### config.mk
export PLATFORM = sky130hd
export DESIGN_NAME = exc_state_regs
export DESIGN_NICKNAME = d
export VERILOG_FILES = /design/src/inc/exc_regs_pkg.sv /design/src/core/exc_pend_picker.sv /design/src/core/exc_state_regs.sv
export SDC_FILE = /design/constraint.sdc
export NUM_CORES = 1
export LEC_CHECK = 0
export ABC_AREA = 1
export BUFFER_PORTS_ARGS = -buffer_cell sky130_fd_sc_hd__buf_2
export CORE_ASPECT_RATIO = 0.6
export CORE_MARGIN = 4
export CORE_UTILIZATION = 44
export CTS_BUF_LIST = sky130_fd_sc_hd__clkbuf_8
export DETAILED_ROUTE_END_ITERATION = 6
export PLACE_DENSITY = 0.8
export SYNTH_ARGS = -nofsm -noshare
export SYNTH_HDL_FRONTEND = slang
export SYNTH_SLANG_ARGS = --single-unit
export TNS_END_PERCENT = 1
### constraint.sdc
create_clock -name SYS_CLK -period 2.7 [get_ports SYS_CLK]
set_clock_uncertainty 0.15 [all_clocks]
set_input_delay 0.135 -clock SYS_CLK [delete_from_list [all_inputs] [get_ports SYS_CLK]]
set_output_delay 0.135 -clock SYS_CLK [all_outputs]
set_load 0.01 [all_outputs]
### src/inc/exc_regs_pkg.sv
package exc_regs_pkg;

	// Register byte offsets
	localparam logic [11:0] OFS_INT_CTRL_STATE = 12'h004;
	localparam logic [11:0] OFS_VECTOR_BASE = 12'h008;
	localparam logic [11:0] OFS_EVT_STATUS = 12'h010;
	localparam logic [11:0] OFS_EVT_MASK = 12'h014;

	// Field positions in interrupt_control_state
	localparam int NMI_SET_POS = 31;
	localparam int DEF_SET_POS = 28;
	localparam int DEF_CLR_POS = 27;
	localparam int TMR_SET_POS = 26;
	localparam int TMR_CLR_POS = 25;
	localparam int HALT_SVC_POS = 23;
	localparam int EXT_PEND_POS = 22;
	localparam int TOP_NUM_LSB = 12;
	localparam int ACT_NUM_LSB = 0;
	localparam int EXC_NUM_W = 9;

	// Build options
	localparam logic TIMER_PRESENT = 1'b1;
	localparam logic DEBUG_PRESENT = 1'b1;
	localparam logic [31:0] TABLE_FIELD_MASK = 32'hffffff80;
	localparam logic [31:0] TABLE_IMPL_MASK = 32'h3fffff80;

	// Exception numbers
	localparam logic [8:0] EXC_NONE = 9'h000;
	localparam logic [8:0] EXC_THREAD = 9'h000;
	localparam int EXC_NMI = 2;
	localparam int EXC_DEFCALL = 14;
	localparam int EXC_TIMER = 15;
	localparam int EXC_IRQ_BASE = 16;
	localparam int NUM_IRQ = 32;
	localparam int PEND_W = EXC_IRQ_BASE + NUM_IRQ;

	// Event status and mask bits
	localparam int EVT_NMI = 0;
	localparam int EVT_DEFCALL = 1;
	localparam int EVT_TIMER = 2;
	localparam int EVT_W = 3;

	// Reset values
	localparam logic [31:0] VBASE_RESET = 32'h00000000;
	localparam logic [EVT_W-1:0] EVT_RESET = 3'h0;

	typedef enum logic [1:0] {
		PH_IDLE = 2'b01,
		PH_ACCESS = 2'b10
	} apb_phase_e;

	typedef struct packed {
		logic nmi;
		logic defcall;
		logic timer;
		logic [NUM_IRQ-1:0] irq_pend;
		logic [NUM_IRQ-1:0] irq_en;
	} pend_src_s;

	typedef struct packed {
		apb_phase_e phase;
		logic pready;
		logic slverr;
		logic [31:0] rdata;
		logic nmi_pend;
		logic def_pend;
		logic tmr_pend;
		logic [31:0] vbase;
		logic strap_done;
		logic [8:0] top_num;
		logic [8:0] act_num;
		logic ext_pend;
		logic halt_svc;
		logic [EVT_W-1:0] evt_stat;
		logic [EVT_W-1:0] evt_mask;
		logic irq;
	} regs_s;

	function automatic logic w1(input logic [31:0] d, input int pos);
		return d[pos];
	endfunction : w1

endpackage : exc_regs_pkg

### src/core/exc_pend_picker.sv
`timescale 1ns/1ps
module exc_pend_picker
	import exc_regs_pkg::*;
(
	// Pending sources
	input pend_src_s src,
	// Winner
	output logic [8:0] top_num
);

	logic [PEND_W-1:0] vec;

	// Lower exception number wins; the global priority mask is not an input
	always_comb
	begin
		vec = '0;
		vec[EXC_NMI] = src.nmi;
		vec[EXC_DEFCALL] = src.defcall;
		vec[EXC_TIMER] = src.timer;
		vec[PEND_W-1:EXC_IRQ_BASE] = src.irq_pend & src.irq_en;
		top_num = EXC_NONE;
		for (int i = PEND_W - 1; i >= 0; i--)
		begin
			if (vec[i])
			begin
				top_num = 9'(i);
			end
		end
	end

endmodule : exc_pend_picker

### src/core/exc_state_regs.sv
`timescale 1ns/1ps
// Overview of operation
// - Bit 31 write one pends nonmaskable interrupt
// - Nonmaskable request raised on the clock after the write, nothing blocks it
// - Bit 28 write one pends deferred call
// - Bit 27 write one clears deferred call
// - Bit 26 pends timer; zero if absent
// - Bit 25 clears timer pending, any source
// - Bit 23 shows service on halt exit
// - Bit 22 shows external interrupt pending
// - Bits 20:12 give top pending number
// - Top pending ignores global priority mask
// - Bits 8:0 give active exception number
// - Table offset bits 31:7, low reserved
// - Unimplemented offset bits read zero
// - Offset resets to zero, then loads configuration strap on first clock
// - Unsupplied table address bits are zero
// - All-ones write reads back implemented bits
module exc_state_regs
	import exc_regs_pkg::*;
(
	// Clock and reset
	input logic SYS_CLK,
	input logic RESET,
	// APB slave
	input logic PSEL,
	input logic PENABLE,
	input logic PWRITE,
	input logic [11:0] PADDR,
	input logic [31:0] PWDATA,
	output logic [31:0] PRDATA,
	output logic PREADY,
	output logic PSLVERR,
	// Exception logic side
	input logic TIMER_EVENT,
	input logic NMI_ACK,
	input logic DEFCALL_ACK,
	input logic TIMER_ACK,
	input logic HALTED,
	input logic [8:0] ACTIVE_EXC,
	input logic [31:0] IRQ_PEND,
	input logic [31:0] IRQ_ENABLE,
	output logic NMI_REQ,
	output logic DEFCALL_REQ,
	output logic TIMER_REQ,
	// Vector table
	input logic [31:0] TABLE_BASE_STRAP,
	output logic [31:0] VECTOR_BASE,
	// Interrupt
	output logic IRQ
);

	localparam regs_s REGS_RESET = '{
		phase: PH_IDLE,
		vbase: VBASE_RESET,
		evt_stat: EVT_RESET,
		evt_mask: EVT_RESET,
		default: '0
	};

	regs_s s_q;
	regs_s s_d;
	pend_src_s src;
	logic [8:0] pick_num;
	logic setup;
	logic fire;
	logic hit;
	logic wr_interrupt_control_state;
	logic wr_vbase;
	logic wr_stat;
	logic wr_mask;
	logic nmi_set;
	logic def_set;
	logic def_clr;
	logic tmr_set;
	logic tmr_clr;
	logic [EVT_W-1:0] evt;

	function automatic logic [31:0] interrupt_control_state_word(input regs_s s);
		logic [31:0] w;
		w = '0;
		w[NMI_SET_POS] = s.nmi_pend;
		w[DEF_SET_POS] = s.def_pend;
		w[TMR_SET_POS] = TIMER_PRESENT & s.tmr_pend;
		w[HALT_SVC_POS] = DEBUG_PRESENT & s.halt_svc;
		w[EXT_PEND_POS] = DEBUG_PRESENT & s.ext_pend;
		w[TOP_NUM_LSB +: EXC_NUM_W] = s.top_num;
		if (DEBUG_PRESENT)
		begin
			w[ACT_NUM_LSB +: EXC_NUM_W] = s.act_num;
		end
		return w;
	endfunction : interrupt_control_state_word

	function automatic logic [31:0] read_word(input regs_s s,
		input logic [11:0] a);
		logic [31:0] w;
		w = '0;
		case (a)
			OFS_INT_CTRL_STATE: w = interrupt_control_state_word(s);
			OFS_VECTOR_BASE: w = s.vbase;
			OFS_EVT_STATUS: w[EVT_W-1:0] = s.evt_stat;
			OFS_EVT_MASK: w[EVT_W-1:0] = s.evt_mask;
			default: w = '0;
		endcase
		return w;
	endfunction : read_word

	assign setup = PSEL && !PENABLE;
	assign fire = PSEL && PENABLE && s_q.pready;
	assign hit = (PADDR == OFS_INT_CTRL_STATE) ||
		(PADDR == OFS_VECTOR_BASE) || (PADDR == OFS_EVT_STATUS) ||
		(PADDR == OFS_EVT_MASK);
	assign wr_interrupt_control_state = fire && PWRITE && (PADDR == OFS_INT_CTRL_STATE);
	assign wr_vbase = fire && PWRITE && (PADDR == OFS_VECTOR_BASE);
	assign wr_stat = fire && PWRITE && (PADDR == OFS_EVT_STATUS);
	assign wr_mask = fire && PWRITE && (PADDR == OFS_EVT_MASK);

	// Writing zero to any set or clear bit leaves the state alone
	assign nmi_set = wr_interrupt_control_state && w1(PWDATA, NMI_SET_POS);
	assign def_set = wr_interrupt_control_state && w1(PWDATA, DEF_SET_POS);
	assign def_clr = wr_interrupt_control_state && w1(PWDATA, DEF_CLR_POS);
	assign tmr_set = TIMER_PRESENT &&
		((wr_interrupt_control_state && w1(PWDATA, TMR_SET_POS)) || TIMER_EVENT);
	assign tmr_clr = TIMER_PRESENT && wr_interrupt_control_state &&
		w1(PWDATA, TMR_CLR_POS);
	assign evt = {tmr_set, def_set, nmi_set};

	assign src = '{
		nmi: s_q.nmi_pend,
		defcall: s_q.def_pend,
		timer: s_q.tmr_pend,
		irq_pend: IRQ_PEND,
		irq_en: IRQ_ENABLE
	};

	// No global priority mask input reaches the picker
	exc_pend_picker u_picker (
		.src(src),
		.top_num(pick_num)
	);

	always_comb
	begin
		s_d = s_q;
		s_d.pready = 1'b0;
		s_d.slverr = 1'b0;
		case (s_q.phase)
			PH_IDLE:
			begin
				if (setup)
				begin
					// Answer is prepared at setup so the access phase is one cycle
					s_d.phase = PH_ACCESS;
					s_d.pready = 1'b1;
					s_d.slverr = !hit;
					s_d.rdata = PWRITE ? 32'h0 : read_word(s_q, PADDR);
				end
			end
			PH_ACCESS:
			begin
				if (fire || !PSEL)
				begin
					s_d.phase = PH_IDLE;
				end
				else
				begin
					s_d.pready = s_q.pready;
					s_d.slverr = s_q.slverr;
				end
			end
			default:
			begin
				s_d.phase = PH_IDLE;
			end
		endcase

		// Set beats every clear, including a set and clear in one write
		s_d.nmi_pend = nmi_set || (s_q.nmi_pend && !NMI_ACK);
		s_d.def_pend = def_set ||
			(s_q.def_pend && !def_clr && !DEFCALL_ACK);
		s_d.tmr_pend = tmr_set ||
			(s_q.tmr_pend && !tmr_clr && !TIMER_ACK);

		// Strap is sampled on the first clock after reset release
		if (!s_q.strap_done)
		begin
			s_d.strap_done = 1'b1;
			s_d.vbase = TABLE_BASE_STRAP & TABLE_IMPL_MASK;
		end
		else if (wr_vbase)
		begin
			s_d.vbase = PWDATA & TABLE_IMPL_MASK;
		end

		s_d.top_num = pick_num;
		s_d.act_num = ACTIVE_EXC;
		s_d.ext_pend = |IRQ_PEND;
		s_d.halt_svc = HALTED && (pick_num != EXC_NONE) &&
			((ACTIVE_EXC == EXC_THREAD) || (pick_num < ACTIVE_EXC));

		if (wr_stat)
		begin
			s_d.evt_stat = s_q.evt_stat & ~PWDATA[EVT_W-1:0];
		end
		s_d.evt_stat = s_d.evt_stat | evt;
		if (wr_mask)
		begin
			s_d.evt_mask = PWDATA[EVT_W-1:0];
		end
		s_d.irq = |(s_d.evt_stat & s_d.evt_mask);
	end

	always_ff @(posedge SYS_CLK or posedge RESET)
	begin
		if (RESET)
		begin
			s_q <= REGS_RESET;
		end
		else
		begin
			s_q <= s_d;
		end
	end

	assign PRDATA = s_q.rdata;
	assign PREADY = s_q.pready;
	assign PSLVERR = s_q.slverr;
	assign NMI_REQ = s_q.nmi_pend;
	assign DEFCALL_REQ = s_q.def_pend;
	assign TIMER_REQ = s_q.tmr_pend;
	assign VECTOR_BASE = s_q.vbase;
	assign IRQ = s_q.irq;
endmodule : exc_state_regs

Word level (Yosys, flattened, before mapping)
Cells that the tools add are included.
{"block": "totals", "ff_bits": 99, "input_bits": 159, "out_inout_bits": 70, "wordCells": 121}
{"block": "classes", "magnitude_cmp": 1, "eq_ne": 9, "mux": 47, "bitwise_logic": 5, "reduce_logical": 43}
{"operator": "$mux W6", "count": 35}
{"operator": "$mux W32", "count": 3}
{"operator": "$pmux W29 S2", "count": 1}
{"operator": "$mux W36", "count": 1}
{"operator": "$and A32 B32 Y32", "count": 1}
{"operator": "$reduce_or A32 Y1", "count": 1}
{"operator": "$eq A12 B5 Y1 const B", "count": 2}
{"operator": "$logic_and A1 B1 Y1", "count": 20}
{"operator": "$eq A12 B3 Y1 const B", "count": 1}
{"operator": "$eq A12 B4 Y1 const B", "count": 1}
{"operator": "$pmux W3 S4", "count": 1}
{"operator": "$logic_not A9 Y1", "count": 1}
{"operator": "$logic_or A1 B1 Y1", "count": 9}
{"operator": "$lt A9 B9 Y1", "count": 1}
{"operator": "$reduce_bool A9 Y1", "count": 1}
{"operator": "$logic_not A1 Y1", "count": 8}
{"operator": "$pmux W2 S2", "count": 2}
{"operator": "$and A3 B3 Y3", "count": 2}
{"operator": "$mux W3", "count": 2}
{"operator": "$mux W2", "count": 2}
{"operator": "$ne A2 B2 Y1 const B", "count": 2}
{"operator": "$reduce_and A2 Y1", "count": 2}
{"operator": "$not A3 Y3", "count": 1}
{"operator": "$or A3 B3 Y3", "count": 1}
{"operator": "4 further kinds", "count": 4}

Longest topological paths before layout
Gate-level depths: netlist (run 1).
{"block": "logic_depth", "ltp_word": 39, "mapped_depth": 39, "depth_no_buf": 39}

Modules after synthesis
From an unflattened synthesis (run 1), not the netlist that was laid out.
{"block": "hier_totals", "hier_cells": 685, "area_unflattened_um2": 5187.5}
{"mod": "exc_state_regs", "instances": 1, "cells_per_inst": 557, "area_per_inst_um2": 4609.4, "seq_area_each_um2": 2228.4}
{"mod": "exc_pend_picker", "instances": 1, "cells_per_inst": 128, "area_per_inst_um2": 578.1, "seq_area_each_um2": 0.0}

Least setup slack after synthesis (run 1)
Ideal clock, no wire load.
{"block": "synth_timing", "path_type": "input port to flip-flop", "start": "in IRQ_PEND[31]", "end": "reg s_q[7] (netlist name)", "setup_ns": 0.130, "arrival_ns": 1.806, "required_ns": 2.420, "setup_slack_ns": 0.615, "cell_stages": 39, "n_path_buf": 0, "cell_sequence": "nand2_1 > inv_1 > nand2_1 > nand2_1 > nand2_1 > nand2_1 > nand2_1 > nand2_1 > nand2_1 > nand2_1 > nand2_1 > nand2_1 > nand2_1 > nand2_1 > nand2_1 > nand2_1 > nand2_1 > nand2_1 > (+3 left out) > nand2_1 > nand2_1 > nand2_1 > nand2_1 > nand2_1 > nand2_1 > nand2_1 > nand2_1 > nand2_1 > nand2_1 > nand2_1 > nand2_1 > nand2_1 > nand2_1 > nand2_1 > nand2_1 > nand2_1 > a21oi_2"}
{"element": "from (decl)", "line_no": "exc_state_regs.sv:41", "rtl": "input logic [31:0] IRQ_PEND,"}
{"element": "to (signal assigned)", "line_no": "exc_state_regs.sv:218", "rtl": "s_q <= REGS_RESET;"}
{"element": "to (signal assigned)", "line_no": "exc_state_regs.sv:222", "rtl": "s_q <= s_d;"}
{"element": "to (decl)", "line_no": "exc_state_regs.sv:61", "rtl": "regs_s s_q;"}

==> metrics.txt, run 1 <==
vias in the first global route 4828; Avg Vias per Cell 4.86; Row Count 29; Iter 0 DRT Violations 311; Finished Cell Area 6550 um2; Post-Layout Cell Count 973; total gr overflow 0; cell with the largest stage delay on the worst path dlygate4sd3_1; Area Growth Syn to Fin 36.0%; GRT Util Overall 23.2%; crit-path max cell delay 0.63 ns; Initial Util 45.3%; clock tree sinks 86; initial antenna violation count 0; H-tree depth 3; most common cell after layout, fill and taps aside buf_2; first-pass GRT wire length 23200 um; WS Path Type input pin to flip-flop; CTS Hold Buffers Added 73; Peak VDD IR 279 uV; Syn Std Cell Area 4820 um2; Synth Warn # 0; die width 143 um; # DRC 0; cell mode on critical path dlygate4sd3_1; HPWL Detailed 10400 um; run status finished clean; setup slack after layout 0.290 ns; largest net degree at the start of global routing 50; Top Ports 229; Hold EP PRDATA[27]$_DFFE_PP0P_; Post-Syn Instances 605; largest family of logic cells by synthesized area simple AND/OR/NAND/NOR gates; post-placement cell count 884; Final setup viols 0; Critical Path RT 2.79 ns; f_max 0.415 GHz; post-synthesis simple-gate area fraction 22.0%; drt pass-1 iters 5; clk slew on worst S/H paths 0.09 ns; Die Ht 89.1 um; crit path time final 2.41 ns; worst-path cell chain buf_2 -> dlygate4sd3_1 -> nor4_1 -> dlygate4sd3_1 -> nand4_1 -> dlygate4sd3_1 -> or2_1; final hold slack 0.0321 ns; final cycle utilization of the critical path 89.3%; complex-gate fraction of the synthesized area 14.4%; RSZ-0062 raised after global routing false; max cap viols 0; critical path startpoint category input pin; CTS tree done; reg2reg end IRQ$_DFF_PP0_; Post-CTS Resized 0; mux share of post-synthesis cell area 0.208%; GP Congestion 0.954; Ant. Diodes 0; syn_area_per_cell 7.96 um2; post-CTS setup buffers 0; Yosys reg bits 86; min-delay src PADDR[10]; Clk Latency, worst-skew pair 0.35 ns; Reg2Reg Setup Slack 0.32 ns; Vias 4731; Placed Area 5590 um2; CTS buffer count 9; DRT antenna net count 0; Leak Pwr 3.51 nW; Clock Path Buffers 2; Setup WS pre-CTS 0.159 ns; core area 10600 um2; most frequent cells in the layout buf_2, nand2_1, dfrtp_1; CP Capture Type flip-flop; port bufs 204; Reg2Reg Depth 9; final hold violation count 0; sequential share of the synthesized area 44.7%; layout cell share with drive strength beyond 1 31.3%; Synth Area in XOR/XNOR 0%; Sum Neg Setup Slack 0 ns; Final Max Tran Viols 0; Worst-Margin Slew 0.681 ns; relative slew slack 54.6%; Critical R2R Launch PREADY$_DFFE_PP0P_; routed len/inst 15.0 um; Power Density 455 nW/um2; adder-cell share of the synthesized area 1.30%; crit path DAT 2.50 ns; HP Class input pin to flip-flop; Crit Path Max Fanout 2; drt total wl 14600 um; worst hold stages 4; die area 12700 um2; Final #Nets 993; Yosys cell types 36; Root Buffer clkbuf_8
cells in the mapped netlist:
master / number / share of area [%]
a22o_1: 4 / 0.73
clkinv_1: 1 / 0.078
nand2_2: 19 / 2.5
nor4_1: 11 / 1.4
nor2_1: 39 / 3.0
o31ai_1: 2 / 0.31
o21ai_0: 8 / 0.83
buf_2: 1 / 0.10
o221ai_1: 1 / 0.18
dfstp_2: 1 / 0.55
o31ai_2: 1 / 0.26
clkbuf_1: 13 / 1.0
inv_1: 68 / 5.3
buf_4: 64 / 10
o22ai_1: 2 / 0.26
nand3_1: 7 / 0.73
ha_1: 5 / 1.3
a21oi_1: 6 / 0.62
conb_1: 2 / 0.16
nand2_1: 150 / 12
o21ai_1: 43 / 4.5
a31oi_1: 1 / 0.13
mux2i_1: 1 / 0.21
o21bai_1: 3 / 0.47
buf_1: 1 / 0.078
inv_2: 9 / 0.70
nand4_1: 10 / 1.3
a32o_1: 3 / 0.62
a22oi_1: 3 / 0.47
a21oi_2: 1 / 0.18
nor3_1: 5 / 0.52
dfrtp_1: 85 / 44
o211ai_1: 31 / 4.8
or2_1: 1 / 0.13
nand2_4: 2 / 0.47
nor4_2: 1 / 0.26
cell families after synthesis:
logic type	Yosys count
buf+inv	157
mux	1
compound gates	109
other cells	2
simple gates	245
flops	86
fa+ha+maj	5
state kept, by name (all words and copies together) (netlist names):
signal and count:
VECTOR_BASE 23, s_q 26, DEFCALL_REQ 1, PREADY 1
IRQ 1, TIMER_REQ 1, PSLVERR 1, NMI_REQ 1
PRDATA 31
critical path: cells and delay by family:
family	cells	cell delay [ns]
buffers and inverters	4	1.84
and+or+nand+nor	3	0.53
how the worst max path moves through the flow:
stage	from	end	slack, ns
after global routing	IRQ_PEND[31]	s_q[7]$_DFF_PP0_	0.15
after detailed placement	IRQ_PEND[31]	s_q[7]$_DFF_PP0_	0.16
after global placement	IRQ_PEND[31]	s_q[7]$_DFF_PP0_	0.19
after floorplan	RESET	DEFCALL_REQ$_DFF_PP0_	0.19
final	IRQ_PEND[31]	s_q[8]$_DFF_PP0_	0.29
after CTS	PREADY$_DFFE_PP0P_	IRQ$_DFF_PP0_	0.34
power breakdown:
part	internal, W	switching, W	total (W)
Sequential	0.00134	0.0000315	0.00138
Combinational	0.000264	0.000311	0.000576
Clock	0.000553	0.000479	0.00103
cell type report:
type	count	area (um2)
Timing Repair Buffer	283	1820
Clock inverter	6	93.8
Multi-Input combinational cell	371	1880
Tap cell	139	174
Fill cell	925	4080
Inverter	78	294
Sequential cell	86	2150
Clock buffer	10	138
through the flow:
| stage | total power [W] | util (%) |
|---|---|---|
| 5_1_grt | 0.00315 | 61.6 |
| 2_1_floorplan | 0.00170 | - |
| 4_1_cts | 0.00300 | 61.6 |
| 6_report | 0.00298 | 61.6 |
| 3_3_place_gp | 0.00187 | 52.6 |
| 3_5_place_dp | 0.00188 | 52.6 |
routing by layer:
metal	track usage, %	vias to the layer above	routed length [um]
li1	-	2338	-
met1	30.9	2214	6570
met2	39.7	166	6940
met3	5.40	13	939
met4	4.23	0	128
met5	0	-	0
(Power assumes the default switching activity.)
==> run 2, diff against run 1 <==
--- a/config.mk
+++ b/config.mk
@@ -9,10 +9,10 @@
 export BUFFER_PORTS_ARGS = -buffer_cell sky130_fd_sc_hd__buf_2
 export CORE_ASPECT_RATIO = 0.6
 export CORE_MARGIN = 4
-export CORE_UTILIZATION = 44
+export CORE_UTILIZATION = 40
 export CTS_BUF_LIST = sky130_fd_sc_hd__clkbuf_8
 export DETAILED_ROUTE_END_ITERATION = 6
-export PLACE_DENSITY = 0.8
+export PLACE_DENSITY = 0.73
 export SYNTH_ARGS = -nofsm -noshare
 export SYNTH_HDL_FRONTEND = slang
 export SYNTH_SLANG_ARGS = --single-unit
==> metrics.txt, run 2 (synthesis gave the netlist of run 1 again) <==
HP Class input pin to flip-flop; most frequent cells in the layout buf_2, nand2_1, dfrtp_1; Int Pwr 0.00207 W (-4.3%); crit-path max cell delay 0.59 ns (-0.04 ns); Peak VDD IR 235 uV (-16%); crit path DAT 2.46 ns (-0.04 ns); Root Buffer clkbuf_8; Logic pwr share 19.9% (+0.6 points); Sum Neg Setup Slack 0 ns (unchanged); setup slack after layout 0.327 ns (+0.0370 ns); CTS Hold Buffers Added 72 (-1.4%); total gr overflow 0 (unchanged); Top Ports 229 (unchanged); Worst-Margin Slew 0.553 ns (-0.128 ns); Critical Path RT 2.79 ns (about the same); Final #Nets 993 (unchanged); fillers 1055 (+14%); Clock Power Share 32.4% (-2.2 points); relative slew slack 62.8% (+8.3 points); Ant. Diodes 0 (unchanged); cell with the largest stage delay on the worst path dlygate4sd3_1; Crit Path Max Fanout 2 (unchanged); initial antenna violation count 0 (unchanged); Setup WS pre-CTS 0.141 ns (-0.0179 ns); drt pass-1 iters 4 (-1); Final Max Tran Viols 0 (unchanged); H-tree depth 3 (unchanged); max reg flops 31 (unchanged); RSZ-0062 raised after global routing false; layout cell share with drive strength beyond 1 31.4% (+0.12 points); critical path startpoint category input pin; # DRC 0 (unchanged); Leak Pwr 3.50 nW (-0.28%); Vias 4655 (-1.6%); routed len/inst 14.4 um (-4.1%); GP Congestion 0.916 (-4.0%); Clk Latency, worst-skew pair 0.35 ns (about the same); sum of buffers and inverters on the critical path 4 (unchanged); CP delay by family, top buffers and inverters; cell mode on critical path dlygate4sd3_1; Avg Vias per Cell 4.68 (-3.7%); first-pass GRT wire length 22700 um (-2.4%); max cap viols 0 (unchanged); Placed Area 5620 um2 (+0.60%); final cycle utilization of the critical path 87.9% (-1.4 points); WS Path Type input pin to flip-flop; largest net degree at the start of global routing 87 (+74%); switching share of total power 28.2% (+0.62 points); DRT antenna net count 0 (unchanged); CTS tree done; post-CTS setup buffers 0 (unchanged); Seq pwr share 47.7% (+1.6 points); Reg area 2150 um2 (unchanged); net switching power 0.000811 W (-1.3%); CTS buffer count 9 (unchanged); CP Capture Type flip-flop; Final setup viols 0 (unchanged); Iter 0 DRT Violations 192 (-38%); drt total wl 14300 um (-2.0%); multi-input combinational cell area 1880 um2 (unchanged); crit path time final 2.37 ns (-0.0370 ns); Post-Layout Cell Count 994 (+2.2%); core area 11500 um2 (+8.4%); Post-CTS Resized 0 (unchanged); clk slew on worst S/H paths 0.09 ns (about the same); die width 150 um (+4.6%); Initial Util 41.8% (-3.5 points); post-placement cell count 906 (+2.5%); Die Ht 93.0 um (+4.4%); die area 13900 um2 (+9.3%); most common cell after layout, fill and taps aside buf_2; Power Density 440 nW/um2 (-3.5%); worst-path cell chain buf_2 -> dlygate4sd3_1 -> nor4_1 -> dlygate4sd3_1 -> nand4_1 -> dlygate4sd3_1 -> or2_1; GRT Util Overall 20.6% (-2.6 points); vias in the first global route 4649 (-3.7%); HPWL Detailed 10300 um (-0.26%); run status finished clean; port bufs 204 (unchanged); Row Count 30 (+3.4%); clock tree sinks 86 (unchanged); Clock Path Buffers 2 (unchanged); final hold violation count 0 (unchanged); Finished Cell Area 6550 um2 (unchanged); f_max 0.421 GHz (+1.6%); Area Growth Syn to Fin 36.0% (unchanged)
-- run 2: changes by cell type in the layout (fill, tap and decap cells not counted), sizes merged --
cell         change
bufinv           -1
clkinvlp         -1
dlygate4sd3      -1
clkinv           +2
buf              +1
-- run 2: layout make-up --
class / instances / area share [%]
clock buffer: 10 / 2.10
tap: 160 / 3.06
sequential: 86 / 32.9
inverter: 78 / 4.49
clock inverter: 6 / 1.07
multi-input combinational: 371 / 28.6
timing repair buffer: 283 / 27.8
-- run 2: path summary, 6_finish.rpt --
check | startpoint | endpoint | slack (ns) | cells after the start
max | IRQ_PEND[31] | s_q[8]$_DFF_PP0_ | 0.33 | 7
min | IRQ_PEND[14] | s_q[8]$_DFF_PP0_ | 0.03 | 4
max reg2reg | DEFCALL_REQ$_DFF_PP0_ | s_q[7]$_DFF_PP0_ | 0.36 | 9
min reg2reg | s_q[12]$_DFF_PP0_ | PRDATA[3]$_DFFE_PP0P_ | 0.32 | 1
max in group asynchronous | RESET | PRDATA[8]$_DFFE_PP0P_ | 1.73 | 4
min in group asynchronous | RESET | PRDATA[3]$_DFFE_PP0P_ | 0.25 | 4
-- run 2: metal layers --
metal | track usage (%) | part of all wire [%] | vias up
met1 | 28.9 | 47 | 2129
met5 | 0 | 0 | -
met4 | 3.81 | 0.73 | 0
met2 | 32.6 | 45 | 167
met3 | 5.67 | 7.8 | 11
li1 | - | - | 2348
-- run 2: worst reg2reg max path, stage by stage, from the launching register on --
cell and delay [ns]:
dfrtp_1 0.46, nor2_1 0.16, nand2_1 0.13, nor4_1 0.55, ha_1 0.34, nand2_1 0.10, inv_1 0.04, a22oi_1 0.15
nand2_1 0.09, a21oi_2 0.11
-- run 2: power groups by stage --
| stage | logic [W] | clock network, W | registers (W) |
|---|---|---|---|
| after detailed placement | 0.000483 | 0 | 0.00140 |
| after global routing | 0.000643 | 0.00102 | 0.00138 |
| after global placement | 0.000476 | 0 | 0.00140 |
| after floorplan | 0.000312 | 0 | 0.00139 |
| final | 0.000574 | 0.000933 | 0.00137 |
| after CTS | 0.000569 | 0.000969 | 0.00137 |
-- run 2: metrics by stage --
step	utilization [%]	hold slack [ns]	total power (W)
after floorplan	-	0.0164	0.00170
after global placement	48.8	0.108	0.00187
after detailed placement	48.8	0.111	0.00188
after CTS	56.8	0.0106	0.00291
after global routing	56.8	0.0207	0.00305
final	56.8	0.0337	0.00288
==> run 3, diff against run 2 <==
--- a/config.mk
+++ b/config.mk
@@ -8,9 +8,9 @@
 export ABC_AREA = 1
 export BUFFER_PORTS_ARGS = -buffer_cell sky130_fd_sc_hd__buf_2
 export CORE_ASPECT_RATIO = 0.6
-export CORE_MARGIN = 4
 export CORE_UTILIZATION = 40
-export CTS_BUF_LIST = sky130_fd_sc_hd__clkbuf_8
+export CTS_BUF_LIST = sky130_fd_sc_hd__clkbuf_4 sky130_fd_sc_hd__clkbuf_8
+export CTS_CLUSTER_DIAMETER = 50
 export DETAILED_ROUTE_END_ITERATION = 6
 export PLACE_DENSITY = 0.73
 export SYNTH_ARGS = -nofsm -noshare
==> metrics.txt, run 3 (synthesis gave the netlist of run 1 again) <==
Avg Vias per Cell 4.63 (-1.1%); Sum Neg Setup Slack 0 ns (unchanged); Crit Path Max Fanout 3 (+1); first-pass GRT wire length 22100 um (-2.6%); Post-Layout Cell Count 997 (+0.30%); Ant. Diodes 0 (unchanged); Worst-Margin Slew 0.535 ns (-0.0173 ns); max reg flops 31 (unchanged); most common cell after layout, fill and taps aside buf_2; HPWL Detailed 10000 um (-3.4%); drt total wl 13900 um (-2.7%); Clock Path Buffers 2 (unchanged); Critical Path RT 2.83 ns (+0.04 ns); CTS buffer count 9 (unchanged); Top Ports 229 (unchanged); relative slew slack 64.0% (+1.2 points); CP Capture Type flip-flop; Clk Latency, worst-skew pair 0.35 ns (about the same); Die Ht 87.0 um (-6.5%); worst hold stages 4 (unchanged); Area Growth Syn to Fin 37.2%; most frequent cells in the layout buf_2, nand2_1, dfrtp_1; layout cell share with drive strength beyond 1 31.7% (+0.25 points); Power Density 453 nW/um2 (+2.9%); die area 12500 um2 (-10%); CTS tree done; Iter 0 DRT Violations 265 (+38%); crit path time final 2.40 ns (+0.0310 ns); Reg2Reg Depth 6 (-3); RSZ-0062 raised after global routing false; total gr overflow 0 (unchanged); vias in the first global route 4647 (-0.043%); H-tree depth 3 (unchanged); crit path DAT 2.54 ns (+0.08 ns); DRT antenna net count 0 (unchanged); clk slew on worst S/H paths 0.08 ns (about the same); final hold violation count 0 (unchanged); die width 144 um (-4.0%); HP Class input pin to flip-flop; Final setup viols 0 (unchanged); post-placement cell count 908 (+0.22%); largest net degree at the start of global routing 60 (-31%); # DRC 0 (unchanged); Initial Util 41.8% (unchanged); GRT Util Overall 23.1% (+2.5 points); port bufs 204 (unchanged); critical path startpoint category input pin; WS Path Type input pin to flip-flop; clock tree sinks 86 (unchanged); initial antenna violation count 0 (unchanged); max cap viols 0 (unchanged); Final Max Tran Viols 0 (unchanged); Peak VDD IR 237 uV (+0.82%); Row Count 30 (unchanged); routed len/inst 13.9 um (-3.0%); GP Congestion 0.878 (-4.1%); Leak Pwr 3.54 nW (+1.1%); final cycle utilization of the critical path 89.0% (+1.1 points); Root Buffer clkbuf_8; run status finished clean; drt pass-1 iters 4 (unchanged); Reg2Reg Setup Slack 0.35 ns (about the same); Final #Nets 996 (+0.30%); core area 11500 um2 (unchanged); f_max 0.416 GHz (-1.3%); Vias 4616 (-0.84%)
-- run 3: cell types whose count changed in the layout (fill, tap and decap cells not counted) --
cell	delta
buf_2	-1
buf_4	+3
bufinv_16	+1
clkbuf_4	+1
clkbuf_8	+1
clkinv_2	-1
clkinv_4	-2
dlymetal6s4s_1	+1
nand2_1	-1
nand2_2	+1
-- run 3: path summary, 6_finish.rpt --
kind	startpoint	to
setup / recovery	IRQ_PEND[13]	s_q[7]$_DFF_PP0_
hold / removal	IRQ_PEND[14]	s_q[8]$_DFF_PP0_
setup reg to reg	PREADY$_DFFE_PP0P_	DEFCALL_REQ$_DFF_PP0_
hold reg to reg	s_q[15]$_DFF_PP0_	PRDATA[6]$_DFFE_PP0P_
max in group asynchronous	RESET	s_q[97]$_DFFE_PP1P_
min in group asynchronous	RESET	VECTOR_BASE[17]$_DFFE_PP0P_
-- run 3: per-stage QoR --
stage,util [%],worst slack (ns),power (W),instance area [um2],hold slack (ns)
3_5_place_dp,48.9,0.170,0.00188,5640,0.0295
2_1_floorplan,-,0.195,0.00170,4850,0.0164
3_3_place_gp,48.9,0.202,0.00187,5640,0.0287
5_1_grt,57.4,0.0549,0.00315,6610,0.0133
6_report,57.4,0.296,0.00299,6610,0.0223
4_1_cts,57.3,0.0328,0.00301,6600,0.00177
-- run 3: critical path, stage by stage --
cell           delay (ns)
dlygate4sd3_1        0.54
buf_2                0.13
nand2_1              0.07
nand2_1              0.07
nor2_1               0.13
nand2_1              0.11
nor4_1               0.51
ha_1                 0.33
nand2_1              0.09
inv_1                0.04
a22oi_1              0.16
nand2_1              0.09
a21oi_2              0.13
-- run 3: layer usage --
layer  global-route usage [%]  share of wire, %  vias to the layer above
li1                         -                 -                     2341
met1                     31.0                47                     2108
met2                     38.1                45                      158
met3                     5.72               6.8                        9
met4                     4.64              0.62                        0
met5                        0                 0                        -
-- run 3: layout make-up --
cell class	instances	area (um2)
fill	1052	4910
clock buffer	12	159
tap	160	200
sequential	86	2150
timing repair buffer	286	1850
inverter	78	294
multi-input combinational	371	1880
clock inverter	4	77.6
-- run 3: timing repair --
item | CTS | global route
gates resized for setup | 0 | 2
hold endpoints to repair | 72 | 0
hold buffers | 73 | 0
buffers inserted | 0 | 1
endpoints found under the setup margin | 0 | 2
-- run 3: where the power goes --
group / total, W / internal (W) / switching [W]
logic: 0.000574 / 0.000267 / 0.000307
clock network: 0.00105 / 0.000588 / 0.000459
registers: 0.00137 / 0.00134 / 0.0000281
total: 0.00299 / 0.00220 / 0.000793
